`config.mk`:
```
export PLATFORM = sky130hd
export DESIGN_NAME = hw_master_volume_control
export DESIGN_NICKNAME = d
export VERILOG_FILES = /design/src/hwvol_pkg.sv /design/src/hw_master_volume_control.sv
export VERILOG_INCLUDE_DIRS = /design/src
export SDC_FILE = /design/constraint.sdc
export NUM_CORES = 1
export LEC_CHECK = 0
export BUFFER_PORTS_ARGS = -buffer_cell sky130_fd_sc_hd__buf_2
export CAP_MARGIN = 20
export CORE_AREA = 2 2 123 125
export CTS_BUF_LIST = sky130_fd_sc_hd__clkbuf_4 sky130_fd_sc_hd__clkbuf_8 sky130_fd_sc_hd__clkbuf_16
export DETAILED_ROUTE_END_ITERATION = 12
export DIE_AREA = 0 0 125 127
export PLACE_DENSITY_LB_ADDON = 0.12
export SETUP_SLACK_MARGIN = 0.05
export SLEW_MARGIN = 20
export SYNTH_ARGS = -nofsm -noshare
export SYNTH_HDL_FRONTEND = slang
export SYNTH_SLANG_ARGS = --single-unit
```
`constraint.sdc`:
```
create_clock -name ref_clk -period 7.4 [get_ports ref_clk]
set_input_delay 2.22 -clock ref_clk [delete_from_list [all_inputs] [get_ports ref_clk]]
set_output_delay 2.22 -clock ref_clk [all_outputs]
set_load 0.02 [all_outputs]
```
`src/hwvol_cfg.svh`:
```
`ifndef HWVOL_CFG_SVH
`define HWVOL_CFG_SVH
// ----------------------------------------
// timing
// ----------------------------------------
`define CLK_MHZ       200
`define DEB_LONG_MS   40
`define DEB_SHORT_US  10
`define HOLD_MS       500
`define REPEAT_MS     50
// ----------------------------------------
// volume codes and steps
// ----------------------------------------
`define VOL_MAX       6'h3F
`define VOL_MIN       6'h00
`define VOL_RESET     6'h20
`define STEP_SMALL    2'h1
`define STEP_LARGE    2'h3
// ----------------------------------------
// legacy register selection
// ----------------------------------------
`define SEL_REG22     1'b0
`define SEL_REG32     1'b1
`endif

```
`src/hwvol_pkg.sv`:
```
package hwvol_pkg;
  // master volume word: 6-bit per channel plus mute
  typedef struct packed {
    logic       mute;
    logic [5:0] left;
    logic [5:0] right;
  } mvol_t;
  // legacy mixer write: sel 0 is the 3-bit register, 1 the 4-bit one
  typedef struct packed {
    logic       valid;
    logic       sel;
    logic [7:0] data;
  } legacy_wr_t;
  typedef enum logic [1:0] {ST_IDLE, ST_WAIT, ST_SCROLL, ST_MUTE} hv_state_t;
endpackage : hwvol_pkg

```
`src/hw_master_volume_control.sv`:
```
`timescale 1ns/1ps
`include "hwvol_cfg.svh"
module hw_master_volume_control #(
  parameter int DEB_LONG_CYC = `DEB_LONG_MS * 1000 * `CLK_MHZ,
  parameter int HOLD_CYC     = `HOLD_MS * 1000 * `CLK_MHZ,
  parameter int REPEAT_CYC   = `REPEAT_MS * 1000 * `CLK_MHZ
) (
  input  wire logic                  ref_clk,
  input  wire logic                  rst,
  input  wire logic                  clk_en,
  input  wire logic                  volume_raise_button_n,
  input  wire logic                  volume_lower_button_n,
  input  wire logic                  split_mode,
  input  wire logic                  irq_mask,
  input  wire logic                  fast_debounce,
  input  wire logic                  big_step,
  input  wire logic                  xlate_en,
  input  wire hwvol_pkg::legacy_wr_t leg_wr,
  input  wire logic                  irq_clear,
  output hwvol_pkg::mvol_t           master_vol,
  output hwvol_pkg::mvol_t           hw_counter,
  output logic                       irq_pending,
  output logic                       hw_irq,
  output logic [7:0]                 legacy_rd22,
  output logic [7:0]                 legacy_rd32
);
  import hwvol_pkg::*;

  localparam int DEB_SHORT_CYC = `DEB_SHORT_US * `CLK_MHZ;

  // ----------------------------------------
  // functions
  // ----------------------------------------
  // saturating step, never wraps
  function automatic logic [5:0] sat_step(input logic [5:0] v, input logic up,
                                          input logic [1:0] sz);
    logic [5:0] s;
    s = {4'h0, sz};
    if (up)
      sat_step = (v > `VOL_MAX - s) ? `VOL_MAX : v + s;
    else
      sat_step = (v < s) ? `VOL_MIN : v - s;
  endfunction : sat_step

  // legacy byte to master word; zero on both channels means mute
  function automatic mvol_t expand(input logic sel, input logic [7:0] d);
    mvol_t m;
    if (sel == `SEL_REG22)
    begin
      m.left  = {d[7:5], d[7:5]};
      m.right = {d[3:1], d[3:1]};
      m.mute  = (d[7:5] == 3'h0) && (d[3:1] == 3'h0);
    end
    else
    begin
      m.left  = {d[7:4], d[7:6]};
      m.right = {d[3:0], d[3:2]};
      m.mute  = (d == 8'h00);
    end
    expand = m;
  endfunction : expand

  // master word to legacy byte; mute reads as zero volume
  function automatic logic [7:0] shrink(input logic sel, input mvol_t m);
    if (m.mute)
      shrink = 8'h00;
    else if (sel == `SEL_REG22)
      shrink = {m.left[5:3], 1'b0, m.right[5:3], 1'b0};
    else
      shrink = {m.left[5:2], m.right[5:2]};
  endfunction : shrink

  // ----------------------------------------
  // pin synchronisers
  // ----------------------------------------
  logic [1:0] sync1_reg;
  logic [1:0] sync2_reg;

  // pins idle high through the pull-ups
  always_ff @(posedge ref_clk or posedge rst)
    if (rst)
    begin
      sync1_reg <= 2'h3;
      sync2_reg <= 2'h3;
    end
    else if (clk_en)
    begin
      sync1_reg <= {volume_lower_button_n, volume_raise_button_n};
      sync2_reg <= sync1_reg;
    end

  // ----------------------------------------
  // debounce
  // ----------------------------------------
  logic [1:0]  pressed_reg;
  logic [1:0]  pressed_next;
  logic [27:0] deb_cnt_reg  [2];
  logic [27:0] deb_cnt_next [2];
  logic [27:0] deb_limit;

  assign deb_limit = fast_debounce ? 28'(DEB_SHORT_CYC) : 28'(DEB_LONG_CYC);

  // same limit for press and release, so the high gap is qualified too
  always_comb
  begin
    pressed_next = pressed_reg;
    for (int i = 0; i < 2; i++)
    begin
      deb_cnt_next[i] = 28'h0;
      if (!sync2_reg[i] != pressed_reg[i])
      begin
        deb_cnt_next[i] = deb_cnt_reg[i] + 28'h1;
        if (deb_cnt_reg[i] + 28'h1 >= deb_limit)
        begin
          pressed_next[i] = !pressed_reg[i];
          deb_cnt_next[i] = 28'h0;
        end
      end
    end
  end

  always_ff @(posedge ref_clk or posedge rst)
    if (rst)
    begin
      pressed_reg    <= 2'h0;
      deb_cnt_reg[0] <= 28'h0;
      deb_cnt_reg[1] <= 28'h0;
    end
    else if (clk_en)
    begin
      pressed_reg    <= pressed_next;
      deb_cnt_reg[0] <= deb_cnt_next[0];
      deb_cnt_reg[1] <= deb_cnt_next[1];
    end

  // ----------------------------------------
  // press sequencer
  // ----------------------------------------
  hv_state_t   state_reg;
  hv_state_t   state_next;
  logic [27:0] tmr_reg;
  logic [27:0] tmr_next;
  logic        step_ev;
  logic        step_up;
  logic [1:0]  step_sz;
  logic        mute_ev;

  // mute is checked first so a two-button press seen in one cycle never steps; a second button arriving later mutes after the first step
  always_comb
  begin
    state_next = state_reg;
    tmr_next   = tmr_reg;
    step_ev    = 1'b0;
    step_up    = pressed_reg[0];
    step_sz    = `STEP_SMALL;
    mute_ev    = 1'b0;
    unique case (state_reg)
      ST_IDLE:
        if (&pressed_reg)
        begin
          mute_ev    = 1'b1;
          state_next = ST_MUTE;
        end
        else if (|pressed_reg)
        begin
          step_ev    = 1'b1;
          step_sz    = big_step ? `STEP_LARGE : `STEP_SMALL;
          tmr_next   = 28'h0;
          state_next = ST_WAIT;
        end
      ST_WAIT, ST_SCROLL:
        if (&pressed_reg)
        begin
          mute_ev    = 1'b1;
          state_next = ST_MUTE;
        end
        else if (!(|pressed_reg))
          state_next = ST_IDLE;
        else if (tmr_reg + 28'h1 >= ((state_reg == ST_WAIT) ? 28'(HOLD_CYC) : 28'(REPEAT_CYC)))
        begin
          tmr_next   = 28'h0;
          state_next = ST_SCROLL;
          step_ev    = (state_reg == ST_SCROLL);
        end
        else
          tmr_next = tmr_reg + 28'h1;
      ST_MUTE:
        // wait for both buttons to let go before a new action
        if (!(|pressed_reg))
          state_next = ST_IDLE;
    endcase
  end

  always_ff @(posedge ref_clk or posedge rst)
    if (rst)
    begin
      state_reg <= ST_IDLE;
      tmr_reg   <= 28'h0;
    end
    else if (clk_en)
    begin
      state_reg <= state_next;
      tmr_reg   <= tmr_next;
    end

  // ----------------------------------------
  // volume registers and interrupt
  // ----------------------------------------
  mvol_t      master_reg;
  mvol_t      master_next;
  mvol_t      counter_reg;
  mvol_t      counter_next;
  mvol_t      wr_val;
  logic       hw_event;
  logic       irq_next;
  logic       irq_pending_reg;
  logic [7:0] rd22_reg;
  logic [7:0] rd32_reg;

  assign hw_event = step_ev | mute_ev;
  assign wr_val   = expand(leg_wr.sel, leg_wr.data);

  // a legacy write in the same cycle as a button action wins on the master
  always_comb
  begin
    master_next  = master_reg;
    counter_next = counter_reg;
    if (split_mode)
    begin
      if (step_ev)
      begin
        counter_next.left  = sat_step(counter_reg.left, step_up, step_sz);
        counter_next.right = sat_step(counter_reg.right, step_up, step_sz);
      end
      if (mute_ev)
        counter_next.mute = !counter_reg.mute;
    end
    else
    begin
      if (step_ev)
      begin
        master_next.left  = sat_step(master_reg.left, step_up, step_sz);
        master_next.right = sat_step(master_reg.right, step_up, step_sz);
      end
      if (mute_ev)
        master_next.mute = !master_reg.mute;
    end
    if (leg_wr.valid && xlate_en)
      master_next = wr_val;
    // set wins over a clear in the same cycle, so no event is lost
    irq_next = (irq_pending_reg && !irq_clear) || hw_event;
  end

  always_ff @(posedge ref_clk or posedge rst)
    if (rst)
    begin
      master_reg      <= '{mute: 1'b0, left: `VOL_RESET, right: `VOL_RESET};
      counter_reg     <= '{mute: 1'b0, left: `VOL_RESET, right: `VOL_RESET};
      irq_pending_reg <= 1'b0;
      rd22_reg        <= 8'h00;
      rd32_reg        <= 8'h00;
    end
    else if (clk_en)
    begin
      master_reg      <= master_next;
      counter_reg     <= counter_next;
      irq_pending_reg <= irq_next;
      rd22_reg        <= shrink(`SEL_REG22, master_next);
      rd32_reg        <= shrink(`SEL_REG32, master_next);
    end

  assign master_vol  = master_reg;
  assign hw_counter  = counter_reg;
  assign irq_pending = irq_pending_reg;
  assign hw_irq      = irq_pending_reg && irq_mask;
  assign legacy_rd22 = rd22_reg;
  assign legacy_rd32 = rd32_reg;

  logic quiet_wr;
  assign quiet_wr = !(leg_wr.valid && xlate_en);
endmodule : hw_master_volume_control

```
# Yosys cells after proc, flatten, opt, wreduce, memory -nomap -nowiden
# Index checks and enable logic that the tools add are counted.
# W data, S select, Z words.
# word_totals
regBits,135
inputBits,21
out_inout_bits,44
elab_cells,135
# classes
bitwise_logic,1
add_sub_neg,12
n_eq_ne,13
magnitude_cmp,11
n_reduce_logical,29
n_mux,50
# op_table
cell,n
$mux W28,9
$add A28 B1 Y28 const B,3
$mux W6,12
$ge A28 B23 Y1,2
$pmux W28 S2,1
$mux W13,3
$ge A28 B27 Y1,1
$mux W27,1
$add A6 B2 Y6,4
$gt A6 B6 Y1,4
$lt A6 B2 Y1,4
$sub A6 B2 Y6,4
$mux W23,1
$mux W2,10
$mux W8,2
$reduce_and A3 Y1,5
$mux W12,1
$ne A2 B2 Y1 const B,5
$logic_not A8 Y1,1
$mux W1,8
$logic_not A1 Y1,7
$logic_not A3 Y1,2
$pmux W2 S3,1
$reduce_and A6 Y1,1
other kinds (17),24

# Depth between registers and ports, before layout
# Gate-level depths: netlist of the first run.
# logic_depth
word_depth,12
depth_mapped,18
mapped_depth_nobuf,17

# Worst setup path before layout of the first run
# No wires, ideal clock.
# synth_timing
kind,input to register
startpoint,in big_step
endpoint,reg master_reg (netlist bit master_vol[2])
setup_ns,0.137
n_path_buf,0
setup_slack_ns,2.566
cell_stages,10
required_ns,7.263
t_arrival_ns,4.697
path_cell_list,nand3_1 inv_1 fa_1 or3b_2 or3_1 a21oi_1 a31oi_1 mux2_2 a21oi_1 a21oi_1
# synth_between
elab_chain_cells,11
word_cells_on_any_way,15
cone_classes,add/sub (3); order compare (2); mux (10)
# synth_rtl
item,line_no,source
start: declaration,hw_master_volume_control.sv:16,"input wire logic big_step,"
$mux W2 (no source line) *,n/a,
$mux W2 *,hw_master_volume_control.sv:164,else if (|pressed_reg)
$mux W2 *,hw_master_volume_control.sv:159,if (&pressed_reg)
$mux W2 *,hw_master_volume_control.sv:157,unique case (state_reg)
$sub A1 B3 Y4 (no source line),n/a,
$gt A6 B6 Y1,hw_master_volume_control.sv:40,sat_step = (v > `VOL_MAX - s) ? `VOL_MAX : v + s;
$mux W6,hw_master_volume_control.sv:40,
$mux W6 *,hw_master_volume_control.sv:39,if (up)
$mux W12 *,hw_master_volume_control.sv:240,if (step_ev)
$mux W13 *,hw_master_volume_control.sv:228,if (split_mode)
$mux W13 *,hw_master_volume_control.sv:248,if (leg_wr.valid && xlate_en)
end signal: assignment,hw_master_volume_control.sv:257,"master_reg <= '{mute: 1'b0, left: `VOL_RESET, right: `VOL_RESET};"
end signal: assignment,hw_master_volume_control.sv:265,master_reg <= master_next;
end: declaration,hw_master_volume_control.sv:209,mvol_t master_reg;
# Mark *: on every way between the ends. The rest lies on a longest branch, timed or not. The select of a mux whose other input is x is not followed.
# A chain may end at the register's enable or synchronous reset.

# Worst setup path after layout of the first run
# layout_timing
startpoint,in fast_debounce
endpoint,reg deb_cnt_reg[47] (netlist name)
# layout_between
elab_chain_cells,4
# layout_rtl
item,line_no,source
start: declaration,hw_master_volume_control.sv:15,"input wire logic fast_debounce,"
$mux W23,hw_master_volume_control.sv:101,assign deb_limit = fast_debounce ? 28'(DEB_SHORT_CYC) : 28'(DEB_LONG_CYC);
$ge A28 B23 Y1,hw_master_volume_control.sv:113,if (deb_cnt_reg[i] + 28'h1 >= deb_limit)
$mux W28,hw_master_volume_control.sv:113,
$mux W28,hw_master_volume_control.sv:110,if (!sync2_reg[i] != pressed_reg[i])
end: declaration,hw_master_volume_control.sv:97,logic [27:0] deb_cnt_reg [2];
# No other way between the ends.

==> metrics.cfg, run 1 <==
[global_route]
grt_overflow_total = 0
grt_start_max_net_pins = 72
grtUsageTotal_pct = 29.45
first_global_vias = 8001
grt_pass1_wl_um = 39010
antenna_found_initial = 0

[critical_path]
reg2reg_slack_ns = 2.40
critPathLaunchType = input pin
startpoint = fast_debounce
endpoint_kind = flop
cp.required_ns = 7.74
r2r-start = pressed_reg[0]$_DFFE_PP0P_
crit_type = in2reg
cp.arrival_ns = 6.02
worstPathMaxFanout = 22

[synthesis]
synth_most_common_cell = nand2_1
syn-cell-area_mm2 = 0.009589
synth_edf_count = 0
syn_inst = 1122
ys_warn_count = 0
yosys.area.top_type_share_pct = 31.05
yosys.cell_types.count = 79
ys_ff_latch = 127
yosys_most_used_dff = dfrtp_1
synth_area_leader_cell = dfrtp_1
synth_area_per_cell_um2 = 8.547
synth_common_cells = nand2_1, dfrtp_1, o21ai_0
yosysSeqAreaShare_pct = 33.25
async_flop_share_pct = 100.0
synth.area.top_cells = dfrtp_1, ha_1, nand2_1

[layout]
final_nets = 1233
largest_reg_flops = 56
utilization_pct = 72.84
area_growth_pct = 9.564
drive_gt1_share_pct = 11.97
antenna_cells = 0

[placed_design]
numPortBuffers = 62
dp_hpwl_um = 15020
place_congestion = 0.8445

[route]
drtAntennaViolNets = 0
dr.pass1.iters = 5
drcViolationCount = 0
route.detailed.wl_per_inst_um = 16.88
drt-initial-drc-count = 683
wirelength_um = 22570
avgViaCountPerCell = 6.292
vias = 8413

[clock_tree]
h-tree-depth = 4
cts_resized = 0
cts-buffers-inserted = 17
cts_hold_buffers = 0
path_clk_slew_ns = 0.06
cts.path.max_buffers = 2
cts_setup_buffers = 0
cts-root-buf = clkbuf_16
cts_tree = yes
numClockSinks = 127
clk_latency_ns = 0.43

[power_and_ir_drop]
power.static_leakage_nw = 4.677
ir_drop_mv = 0.1763
power_density_mw_per_mm2 = 253.0

[die]
start_util_pct = 66.48
rows = 44
die_h_um = 127
core-area_mm2 = 0.01442
io_pins = 65
die-area_mm2 = 0.01588
chipWidth_um = 125

[run_status]
status = complete, no violations

[min_path]
hold_path_class = reg2reg
min_from = hw_counter[12]$_DFFE_PP0P_

[timing]
finalSetupViolCount = 0
grt_setup_unrepaired = no
fin_crit_sh_pct = 76.73
skew_ns = 0.009701
hold_violations = 0
relSlewSlack_pct = 41.85
clock.fmax_mhz = 176.1
report.final.slew_viol_count = 0
tightestPinTransition_ns = 0.8722
finalHoldWorstSlack_ns = 0.4763
fin_tns_setup_ns = 0
period_needed_ns = 5.678

[flow_run]
drv_cap = 0

## worst max-delay path, cell delays in order
cell and delay, ns:
buf_2 0.30, inv_1 0.24, ha_1 0.35, and2_1 0.16, maj3_1 0.35, a311oi_1 0.27, o2111ai_1 0.18, a21oi_1 0.42
nand2_1 0.57, nor2_1 0.59, nand2_1 0.14, o21ai_1 0.21
## layer usage
metal / global-route usage [%] / routed length [um]
met4: 8.824 / 444
met3: 4.941 / 1119
met1: 40.54 / 10180
met5: 0 / 0
met2: 48.37 / 10820
## through the flow
step / power (mW) / worst slack, ns / instances / area (um2)
detailed placement: 1.738 / 1.546 / 1305 / 9871
floorplan: 1.531 / 1.809 / 1123 / 9593
CTS: 2.662 / 1.842 / 1337 / 10510
finish: 2.658 / 1.722 / 1337 / 10510
global route: 2.823 / 1.434 / 1337 / 10510
global placement: 1.719 / 1.719 / 1305 / 9871
## layout make-up
cell class | count | area (um2)
Multi-Input combinational cell | 887 | 5942
Tap cell | 184 | 230.2
Clock buffer | 20 | 454.2
Fill cell | 1098 | 3918
Clock inverter | 12 | 181.4
Timing Repair Buffer | 69 | 362.8
Sequential cell | 127 | 3188
Inverter | 38 | 147.6
## report_power, final
group | switching [mW] | internal [mW]
clock network | 0.334 | 0.583
registers | 0.137 | 0.780
logic | 0.510 | 0.313
total | 0.982 | 1.68
## final timing paths
kind | to | cells past startpoint
worst min-delay path | hw_counter[12]$_DFFE_PP0P_ | 1
min in group asynchronous | tmr_reg[2]$_DFFE_PP0P_ | 2
worst max register to register | master_vol[2]$_DFFE_PP0P_ | 14
max in group asynchronous | hw_counter[9]$_DFFE_PP0P_ | 3
worst min register to register | hw_counter[12]$_DFFE_PP0P_ | 1
worst max-delay path | deb_cnt_reg[47]$_DFFE_PP0P_ | 12
## cells in the final DEF, fill, tap and decap left out, drive strengths merged, types with 11 or more instances in the layout
cell type,synthesis,layout
nand4,22,22
mux2i,17,17
o21ai,86,86
clkbuf,52,20
inv,37,40
xnor2,36,36
o31ai,20,20
nor2b,19,19
nor3,24,24
a31oi,12,12
and2,11,11
and3,24,24
xor2,28,28
o2bb2ai,24,24
nor2,66,66
a21oi,57,57
dfrtp,119,119
nand2b,21,21
nor4,13,13
buf,19,69
nand3,52,52
nand2,138,138
ha,64,64
## kinds of logic (layout without fill, tap and decap cells)
| kind of cell | Yosys count | after routing | share of synthesized area (%) |
|---|---|---|---|
| other | 1 | 2 | 0.03911 |
| buffers and inverters | 109 | 139 | 4.828 |
| flip-flops | 127 | 127 | 33.25 |
| XOR/XNOR | 64 | 64 | 5.846 |
| multiplexers | 26 | 26 | 2.831 |
| AO/OA/AOI/OAI | 285 | 285 | 19.72 |
| AND/OR/NAND/NOR | 437 | 437 | 23.37 |
| adder cells (fa/ha/maj) | 73 | 73 | 10.13 |
No activity file was read; power rests on OpenSTA's default activity.
==> inputs of run 2 (changes only) <==
--- a/config.mk
+++ b/config.mk
@@ -8,10 +8,10 @@
 export LEC_CHECK = 0
 export BUFFER_PORTS_ARGS = -buffer_cell sky130_fd_sc_hd__buf_2
 export CAP_MARGIN = 20
-export CORE_AREA = 2 2 123 125
+export CORE_AREA = 2 2 134 136
 export CTS_BUF_LIST = sky130_fd_sc_hd__clkbuf_4 sky130_fd_sc_hd__clkbuf_8 sky130_fd_sc_hd__clkbuf_16
 export DETAILED_ROUTE_END_ITERATION = 12
-export DIE_AREA = 0 0 125 127
+export DIE_AREA = 0 0 136 138
 export PLACE_DENSITY_LB_ADDON = 0.12
 export SETUP_SLACK_MARGIN = 0.05
 export SLEW_MARGIN = 20
==> constraint.sdc (replaced) <==
create_clock -name ref_clk -period 4.6 [get_ports ref_clk]
set_input_delay 1.38 -clock ref_clk [delete_from_list [all_inputs] [get_ports ref_clk]]
set_output_delay 1.38 -clock ref_clk [all_outputs]
set_load 0.02 [all_outputs]
==> run 2 against run 1 <==
Against the previous run:
- critical path depth grew 5
- core utilization shrank 12 points
- combinational power grew 62%
- register-to-register slack lost 2.0 ns
- sequential cell count is the same
- non-clock buffer count grew 14
- clock skew is essentially flat
- sequential power grew 61%
- design area grew 1.8%
- total power grew 62%
- critical endpoint is now master_vol[2]$_DFFE_PP0P_
- largest cell class unchanged
- largest power group is now the clock network
==> metrics.cfg, run 2 (same netlist as run 1, synthesis figures left out) <==
[route]
avgViaCountPerCell = 5.929  ; -5.8%
drcViolationCount = 0  ; unchanged
wirelength_um = 22680  ; +0.51%
route.detailed.wl_per_inst_um = 16.25  ; -3.7%
drtAntennaViolNets = 0  ; unchanged
vias = 8277  ; -1.6%
drt-initial-drc-count = 514  ; -25%
dr.pass1.iters = 5  ; unchanged

[flow_run]
drv_cap = 0  ; unchanged

[placed_design]
placed_area_mm2 = 0.01004  ; +1.7%
dp_cells = 1363  ; +4.4%
place_congestion = 0.8583  ; +1.6%
dp_hpwl_um = 15500  ; +3.2%
numPortBuffers = 62  ; unchanged

[timing]
grt_setup_unrepaired = no
hold_violations = 0  ; unchanged
report.final.slew_viol_count = 0  ; unchanged
skew_ns = 0.009463  ; -0.0002371 ns
fin_tns_setup_ns = 0  ; unchanged
period_needed_ns = 4.167
relSlewSlack_pct = 49.87  ; +8.0 points
finalSetupViolCount = 0  ; unchanged
fin_crit_sh_pct = 90.58
clock.fmax_mhz = 240.0
tightestPinTransition_ns = 0.7415  ; -0.1307 ns

[clock_tree]
numClockSinks = 127  ; unchanged
cts_tree = yes
clk_latency_ns = 0.42  ; about the same
path_clk_slew_ns = 0.06  ; about the same
cts-buffers-inserted = 17  ; unchanged
h-tree-depth = 4  ; unchanged
cts-root-buf = clkbuf_16
cts.path.max_buffers = 2  ; unchanged
cts_hold_buffers = 0  ; unchanged

[power_and_ir_drop]
ir_drop_mv = 0.3078  ; +75%
power.static_leakage_nw = 4.756  ; +1.7%
power_density_mw_per_mm2 = 401.8  ; +59%

[critical_path]
critical_path.cell_chain = nand4_1, nor4b_4, and3_1, nand3_1, inv_1, and3_1, xor2_1, ha_1, nand4b_1, mux2i_1, and4_1, a221oi_2, a2111oi_4, buf_4, mux2_2, a21oi_1, a21oi_1
startpoint = tmr_reg[9]$_DFFE_PP0P_
r2r-start = tmr_reg[9]$_DFFE_PP0P_
cpMaxStageDelayCell = dfrtp_1
cp.arrival_ns = 4.44  ; -1.58 ns
cp.depth = 17  ; +5
slowest_delay_ns = 0.47  ; -0.12 ns
crit_type = reg2reg
worstPathMaxFanout = 10  ; -55%
endpoint_kind = flop
path_buf_inv = 2  ; unchanged
r2r_end = master_vol[2]$_DFFE_PP0P_
reg2reg_depth = 17  ; +3
cp.required_ns = 4.87  ; -2.87 ns
critical-path-top-delay-family = simple AND/OR/NAND/NOR gates
critPathLaunchType = flop
crit_end = master_vol[2]$_DFFE_PP0P_
reg2reg_slack_ns = 0.43  ; -1.97 ns

[global_route]
antenna_found_initial = 0  ; unchanged
grt_overflow_total = 0  ; unchanged
first_global_vias = 7900  ; -1.3%
grtUsageTotal_pct = 25.02  ; -4.4 points
grt_pass1_wl_um = 38700  ; -0.79%
grt_start_max_net_pins = 97  ; +35%

[min_path]
hold_path_class = reg2reg

[die]
core-area_mm2 = 0.01753  ; +22%
start_util_pct = 54.69  ; -12 points
io_pins = 65  ; unchanged
chipWidth_um = 136  ; +8.8%
rows = 49  ; +11%
die_h_um = 138  ; +8.7%
die-area_mm2 = 0.01877  ; +18%

[layout]
area_growth_pct = 11.53
largest_reg_flops = 56  ; unchanged
final_cell_mix = nand2_1, dfrtp_1, o21ai_0, nor2_1, ha_1
finalInstanceArea_mm2 = 0.01070  ; +1.8%
mostFrequentLayoutCell = nand2_1
fin_cells = 1396  ; +4.4%
drive_gt1_share_pct = 13.20  ; +1.2 points
antenna_cells = 0  ; unchanged
final_nets = 1247  ; +1.1%

[run_status]
status = complete, no violations

[run 2: worst reg2reg max path, stage by stage, from the launching register on]
cell and delay, ns:
dfrtp_1 0.47, nand4_1 0.24, nor4b_4 0.43, and3_1 0.25, nand3_1 0.12, inv_1 0.09, and3_1 0.17, xor2_1 0.08
ha_1 0.32, nand4b_1 0.10, mux2i_1 0.20, and4_1 0.26, a221oi_2 0.09, a2111oi_4 0.29, buf_4 0.23, mux2_2 0.34
a21oi_1 0.22, a21oi_1 0.10
[run 2: routing by layer]
layer	global-route usage [%]	vias up	wire [um]	part of all wire (%)
met5	0	-	0	0
met3	4.400	22	789	3.5
li1	-	4131	-	-
met2	40.17	148	10770	47
met1	35.09	3976	10830	48
met4	6.250	0	287	1.3
[run 2: where the power goes]
part	switching [mW]	internal [mW]	leakage [nW]	total, mW
Clock	0.536	0.954	0.313	1.49
Sequential	0.223	1.26	1.68	1.48
Combinational	0.816	0.514	2.76	1.33
[run 2: layout make-up]
type / count / area, um2
inverters: 38 / 146.4
clock inverters: 12 / 180.2
flip-flops and latches: 127 / 3188
fillers: 1579 / 6839
repair buffers: 83 / 480.5
well taps: 229 / 286.5
multi-input cells: 887 / 5947
clock buffers: 20 / 466.7
[run 2: stage by stage]
stage | setup slack (ns) | power [mW] | utilization [%] | hold WS, ns
6_report | 0.4334 | 4.297 | 61.00 | 0.4966
4_1_cts | 0.2297 | 4.318 | 60.92 | 0.4946
3_5_place_dp | 0.2818 | 2.813 | 57.24 | 0.4871
3_3_place_gp | 0.3249 | 2.794 | 57.24 | 0.4848
2_1_floorplan | 0.6058 | 2.463 | - | 0.4785
5_1_grt | 0.09766 | 4.575 | 61.00 | 0.5237
[run 2: worst min-delay path by stage]
stage,from,endpoint,slack (ns),depth (start not counted)
after floorplan,deb_cnt_reg[25]$_DFFE_PP0P_,deb_cnt_reg[25]$_DFFE_PP0P_,0.48,1
after global placement,hw_counter[12]$_DFFE_PP0P_,hw_counter[12]$_DFFE_PP0P_,0.48,1
after detailed placement,hw_counter[12]$_DFFE_PP0P_,hw_counter[12]$_DFFE_PP0P_,0.49,1
after CTS,hw_counter[12]$_DFFE_PP0P_,hw_counter[12]$_DFFE_PP0P_,0.49,1
after global routing,hw_counter[12]$_DFFE_PP0P_,hw_counter[12]$_DFFE_PP0P_,0.52,1
final,hw_counter[12]$_DFFE_PP0P_,hw_counter[12]$_DFFE_PP0P_,0.50,1
[run 2: repair_timing]
action,in CTS,in global routing
buffers inserted,0,1
gates resized for setup,0,2
endpoints found under the setup margin,0,18
endpoints found under the hold margin,0,0
==> inputs of run 3 (changes only) <==
--- a/config.mk
+++ b/config.mk
@@ -6,12 +6,12 @@
 export SDC_FILE = /design/constraint.sdc
 export NUM_CORES = 1
 export LEC_CHECK = 0
+export ABC_AREA = 1
 export BUFFER_PORTS_ARGS = -buffer_cell sky130_fd_sc_hd__buf_2
-export CAP_MARGIN = 20
-export CORE_AREA = 2 2 134 136
+export CORE_AREA = 2 2 137 139
 export CTS_BUF_LIST = sky130_fd_sc_hd__clkbuf_4 sky130_fd_sc_hd__clkbuf_8 sky130_fd_sc_hd__clkbuf_16
 export DETAILED_ROUTE_END_ITERATION = 12
-export DIE_AREA = 0 0 136 138
+export DIE_AREA = 0 0 139 141
 export PLACE_DENSITY_LB_ADDON = 0.12
 export SETUP_SLACK_MARGIN = 0.05
 export SLEW_MARGIN = 20
==> run 3 against run 2 <==
Against the previous run:
- synthesized cell count is 26% higher
- combinational power is 74% higher
- synthesized area is 4.1% higher
- sequential power is 12% higher
- largest cell class unchanged
==> metrics.cfg, run 3 <==
[critical_path]
crit_type = reg2reg
slowest_delay_ns = 0.44  ; -0.03 ns
r2r-start = tmr_reg[1]$_DFFE_PP0P_
endpoint_kind = flop
startpoint = tmr_reg[1]$_DFFE_PP0P_
worstPathMaxFanout = 13  ; +3
cp.required_ns = 4.92  ; +0.05 ns
path_buf_inv = 4  ; +2
crit_top_cell = nand2_1
cpMaxStageDelayCell = dfrtp_1
cp.arrival_ns = 4.41  ; -0.03 ns
critical-path-top-delay-family = simple AND/OR/NAND/NOR gates
critPathLaunchType = flop

[timing]
report.final.slew_viol_count = 0  ; unchanged
clock.fmax_mhz = 244.6  ; +1.9%
relSlewSlack_pct = 37.88  ; -12 points
fin_crit_sh_pct = 88.87  ; -1.7 points
finalSetupViolCount = 0  ; unchanged
tightestPinTransition_ns = 0.9233  ; +0.1817 ns
grt_setup_unrepaired = no
fin_tns_setup_ns = 0  ; unchanged
skew_ns = 0.009887  ; +0.0004234 ns
worst_slack_ns = 0.5121  ; +0.07872 ns
hold_violations = 0  ; unchanged
finalHoldWorstSlack_ns = 0.4611  ; -0.03553 ns
period_needed_ns = 4.088  ; -0.07872 ns

[synthesis]
synth_area_per_cell_um2 = 7.065  ; -17%
ys_ff_latch = 127  ; unchanged
synth_edf_count = 0  ; unchanged
yosys_most_used_dff = dfrtp_1
synth_common_cells = nand2_1, inv_1, nor2_1
async_flop_share_pct = 100.0  ; unchanged
synth_compound_area_share_pct = 11.92  ; -7.8 points
yosysSeqAreaShare_pct = 31.93  ; -1.3 points
syn-cell-area_mm2 = 0.009983  ; +4.1%
yosys.cell_types.count = 51  ; -35%
synth_area_leader_cell = dfrtp_1
yosys.area.top_type_share_pct = 29.83  ; -1.2 points
synth_top_family_by_area = simple AND/OR/NAND/NOR gates
synthMuxAreaShare_pct = 0  ; -2.8 points
synth.area.top_cells = dfrtp_1, nand2_1, ha_1
ys_warn_count = 0  ; unchanged
synthAdderAreaFrac_pct = 9.625  ; -0.50 points
yosys.area_share.simple_pct = 29.49  ; +6.1 points
syn_inst = 1413  ; +26%
synth_most_common_cell = nand2_1
synth_xor_area_share_pct = 6.931  ; +1.1 points

[power_and_ir_drop]
power_density_mw_per_mm2 = 479.0  ; +19%
ir_drop_mv = 0.3674  ; +19%
totalPowerFinal_mw = 5.306  ; +23%
power.static_leakage_nw = 5.364  ; +13%

[min_path]
hold_path_class = reg2reg
min_from = sync1_reg[0]$_DFFE_PP1P_

[flow_run]
drv_cap = 0  ; unchanged

[clock_tree]
h-tree-depth = 4  ; unchanged
clk_latency_ns = 0.43  ; about the same
cts-buffers-inserted = 17  ; unchanged
numClockSinks = 127  ; unchanged
cts-root-buf = clkbuf_16
cts_tree = yes
cts.path.max_buffers = 2  ; unchanged
path_clk_slew_ns = 0.06  ; about the same

[die]
rows = 50  ; +2.0%
chipWidth_um = 139  ; +2.2%
core-area_mm2 = 0.01827  ; +4.2%
die-area_mm2 = 0.01960  ; +4.4%
die_h_um = 141  ; +2.2%
io_pins = 65  ; unchanged
start_util_pct = 54.65  ; about the same

[layout]
largest_reg_flops = 56  ; unchanged
utilization_pct = 60.64  ; -0.35 points
ff_latch_area_mm2 = 0.003188  ; unchanged
finalInstanceArea_mm2 = 0.01108  ; +3.6%
final_cell_mix = nand2_1, inv_1, nor2_1, dfrtp_1, o21ai_0
num-fill-cells = 1724  ; +9.2%
final_nets = 1558  ; +25%
antenna_cells = 0  ; unchanged
fin_cells = 1712  ; +23%
drive_gt1_share_pct = 10.22  ; -3.0 points
mostFrequentLayoutCell = nand2_1
area_growth_pct = 10.97
multi_input_area_mm2 = 0.005802  ; -2.4%

[global_route]
first_global_vias = 8742  ; +11%
antenna_found_initial = 0  ; unchanged
grt_start_max_net_pins = 43  ; -56%
grt_pass1_wl_um = 41600  ; +7.5%
grtUsageTotal_pct = 25.72  ; +0.71 points
grt_overflow_total = 0  ; unchanged

[route]
drt-initial-drc-count = 546  ; +6.2%
route.detailed.wl_per_inst_um = 14.55  ; -10%
drcViolationCount = 0  ; unchanged
drtAntennaViolNets = 0  ; unchanged
wirelength_um = 24900  ; +9.8%
vias = 9307  ; +12%
dr.pass1.iters = 5  ; unchanged
avgViaCountPerCell = 5.436  ; -8.3%

[placed_design]
place_congestion = 0.9227  ; +7.5%
dp_hpwl_um = 18220  ; +18%
dp_slack_ns = 0.4193  ; +0.1375 ns
dp_cells = 1680  ; +23%
placed_area_mm2 = 0.01049  ; +4.6%
numPortBuffers = 62  ; unchanged

[run_status]
status = complete, no violations

run 3: changes by cell type after synthesis, sizes merged, moves of 28 or more:
cell | before | now
inv | 37 | 202
xnor2 | 36 | 8
nand2 | 138 | 340
nor2 | 66 | 142
xor2 | 28 | 71
nand3 | 52 | 85
o22ai | 5 | 41
run 3: timing repair:
item                                    4_1_cts  5_1_grt
hold buffers                                  0        0
resized for setup                             0        1
endpoints found under the setup margin        0        2
buffers inserted                              0        0
run 3: worst register-to-register path: stages, from the launching register on:
cell and delay (ns):
dfrtp_1 0.44, ha_1 0.26, nand2_2 0.09, nor2_2 0.15, nand3_2 0.14, inv_1 0.10, nand2_1 0.09, inv_1 0.08
nand4_1 0.12, nor3_1 0.27, nand3_1 0.14, xor2_1 0.18, ha_1 0.29, nand2_1 0.05, inv_1 0.05, nand3_1 0.11
nor2_2 0.12, nand3_1 0.09, nand3_2 0.09, nand2_1 0.06, nand2_2 0.21, nand2_1 0.17, nor2_4 0.23, buf_4 0.23
o211ai_1 0.11, o21a_1 0.11
run 3: cell type report:
type	count	area share, %
Timing Repair Buffer	77	3.930
Tap cell	234	2.643
Multi-Input combinational cell	1035	52.37
Clock buffer	24	4.484
Clock inverter	8	0.7454
Sequential cell	127	28.78
Inverter	207	7.048
run 3: cell families (layout without fill, tap and decap cells):
logic type	Yosys count	in the layout
AND/OR/NAND/NOR	671	671
buffers and inverters	252	316
AO/OA/AOI/OAI	211	211
flip-flops	127	127
XOR/XNOR	79	79
adder cells (fa/ha/maj)	72	72
other	1	2
run 3: final timing paths:
path / slack (ns) / depth (start not counted) / endpoint
setup / recovery: 0.51 / 25 / hw_counter[8]$_DFFE_PP0P_
hold / removal: 0.46 / 2 / sync1_reg[0]$_DFFE_PP1P_
setup reg to reg: 0.51 / 25 / hw_counter[8]$_DFFE_PP0P_
hold reg to reg: 0.46 / 2 / sync1_reg[0]$_DFFE_PP1P_
max in group asynchronous: 2.62 / 3 / sync1_reg[0]$_DFFE_PP1P_
min in group asynchronous: 1.07 / 2 / deb_cnt_reg[28]$_DFFE_PP0P_
run 3: power breakdown:
group          switching (mW)  internal (mW)  total (mW)
clock                   0.522          0.811        1.33
sequential              0.292           1.37        1.66
combinational            1.52          0.793        2.31
total                    2.33           2.97        5.31
run 3: layer usage:
metal | global-route usage (%) | vias up | wire (um)
met3 | 4.416 | 53 | 961
li1 | - | 4691 | -
met4 | 8.028 | 0 | 501
met2 | 43.48 | 222 | 11790
met5 | 0 | - | 0
met1 | 33.94 | 4341 | 11650
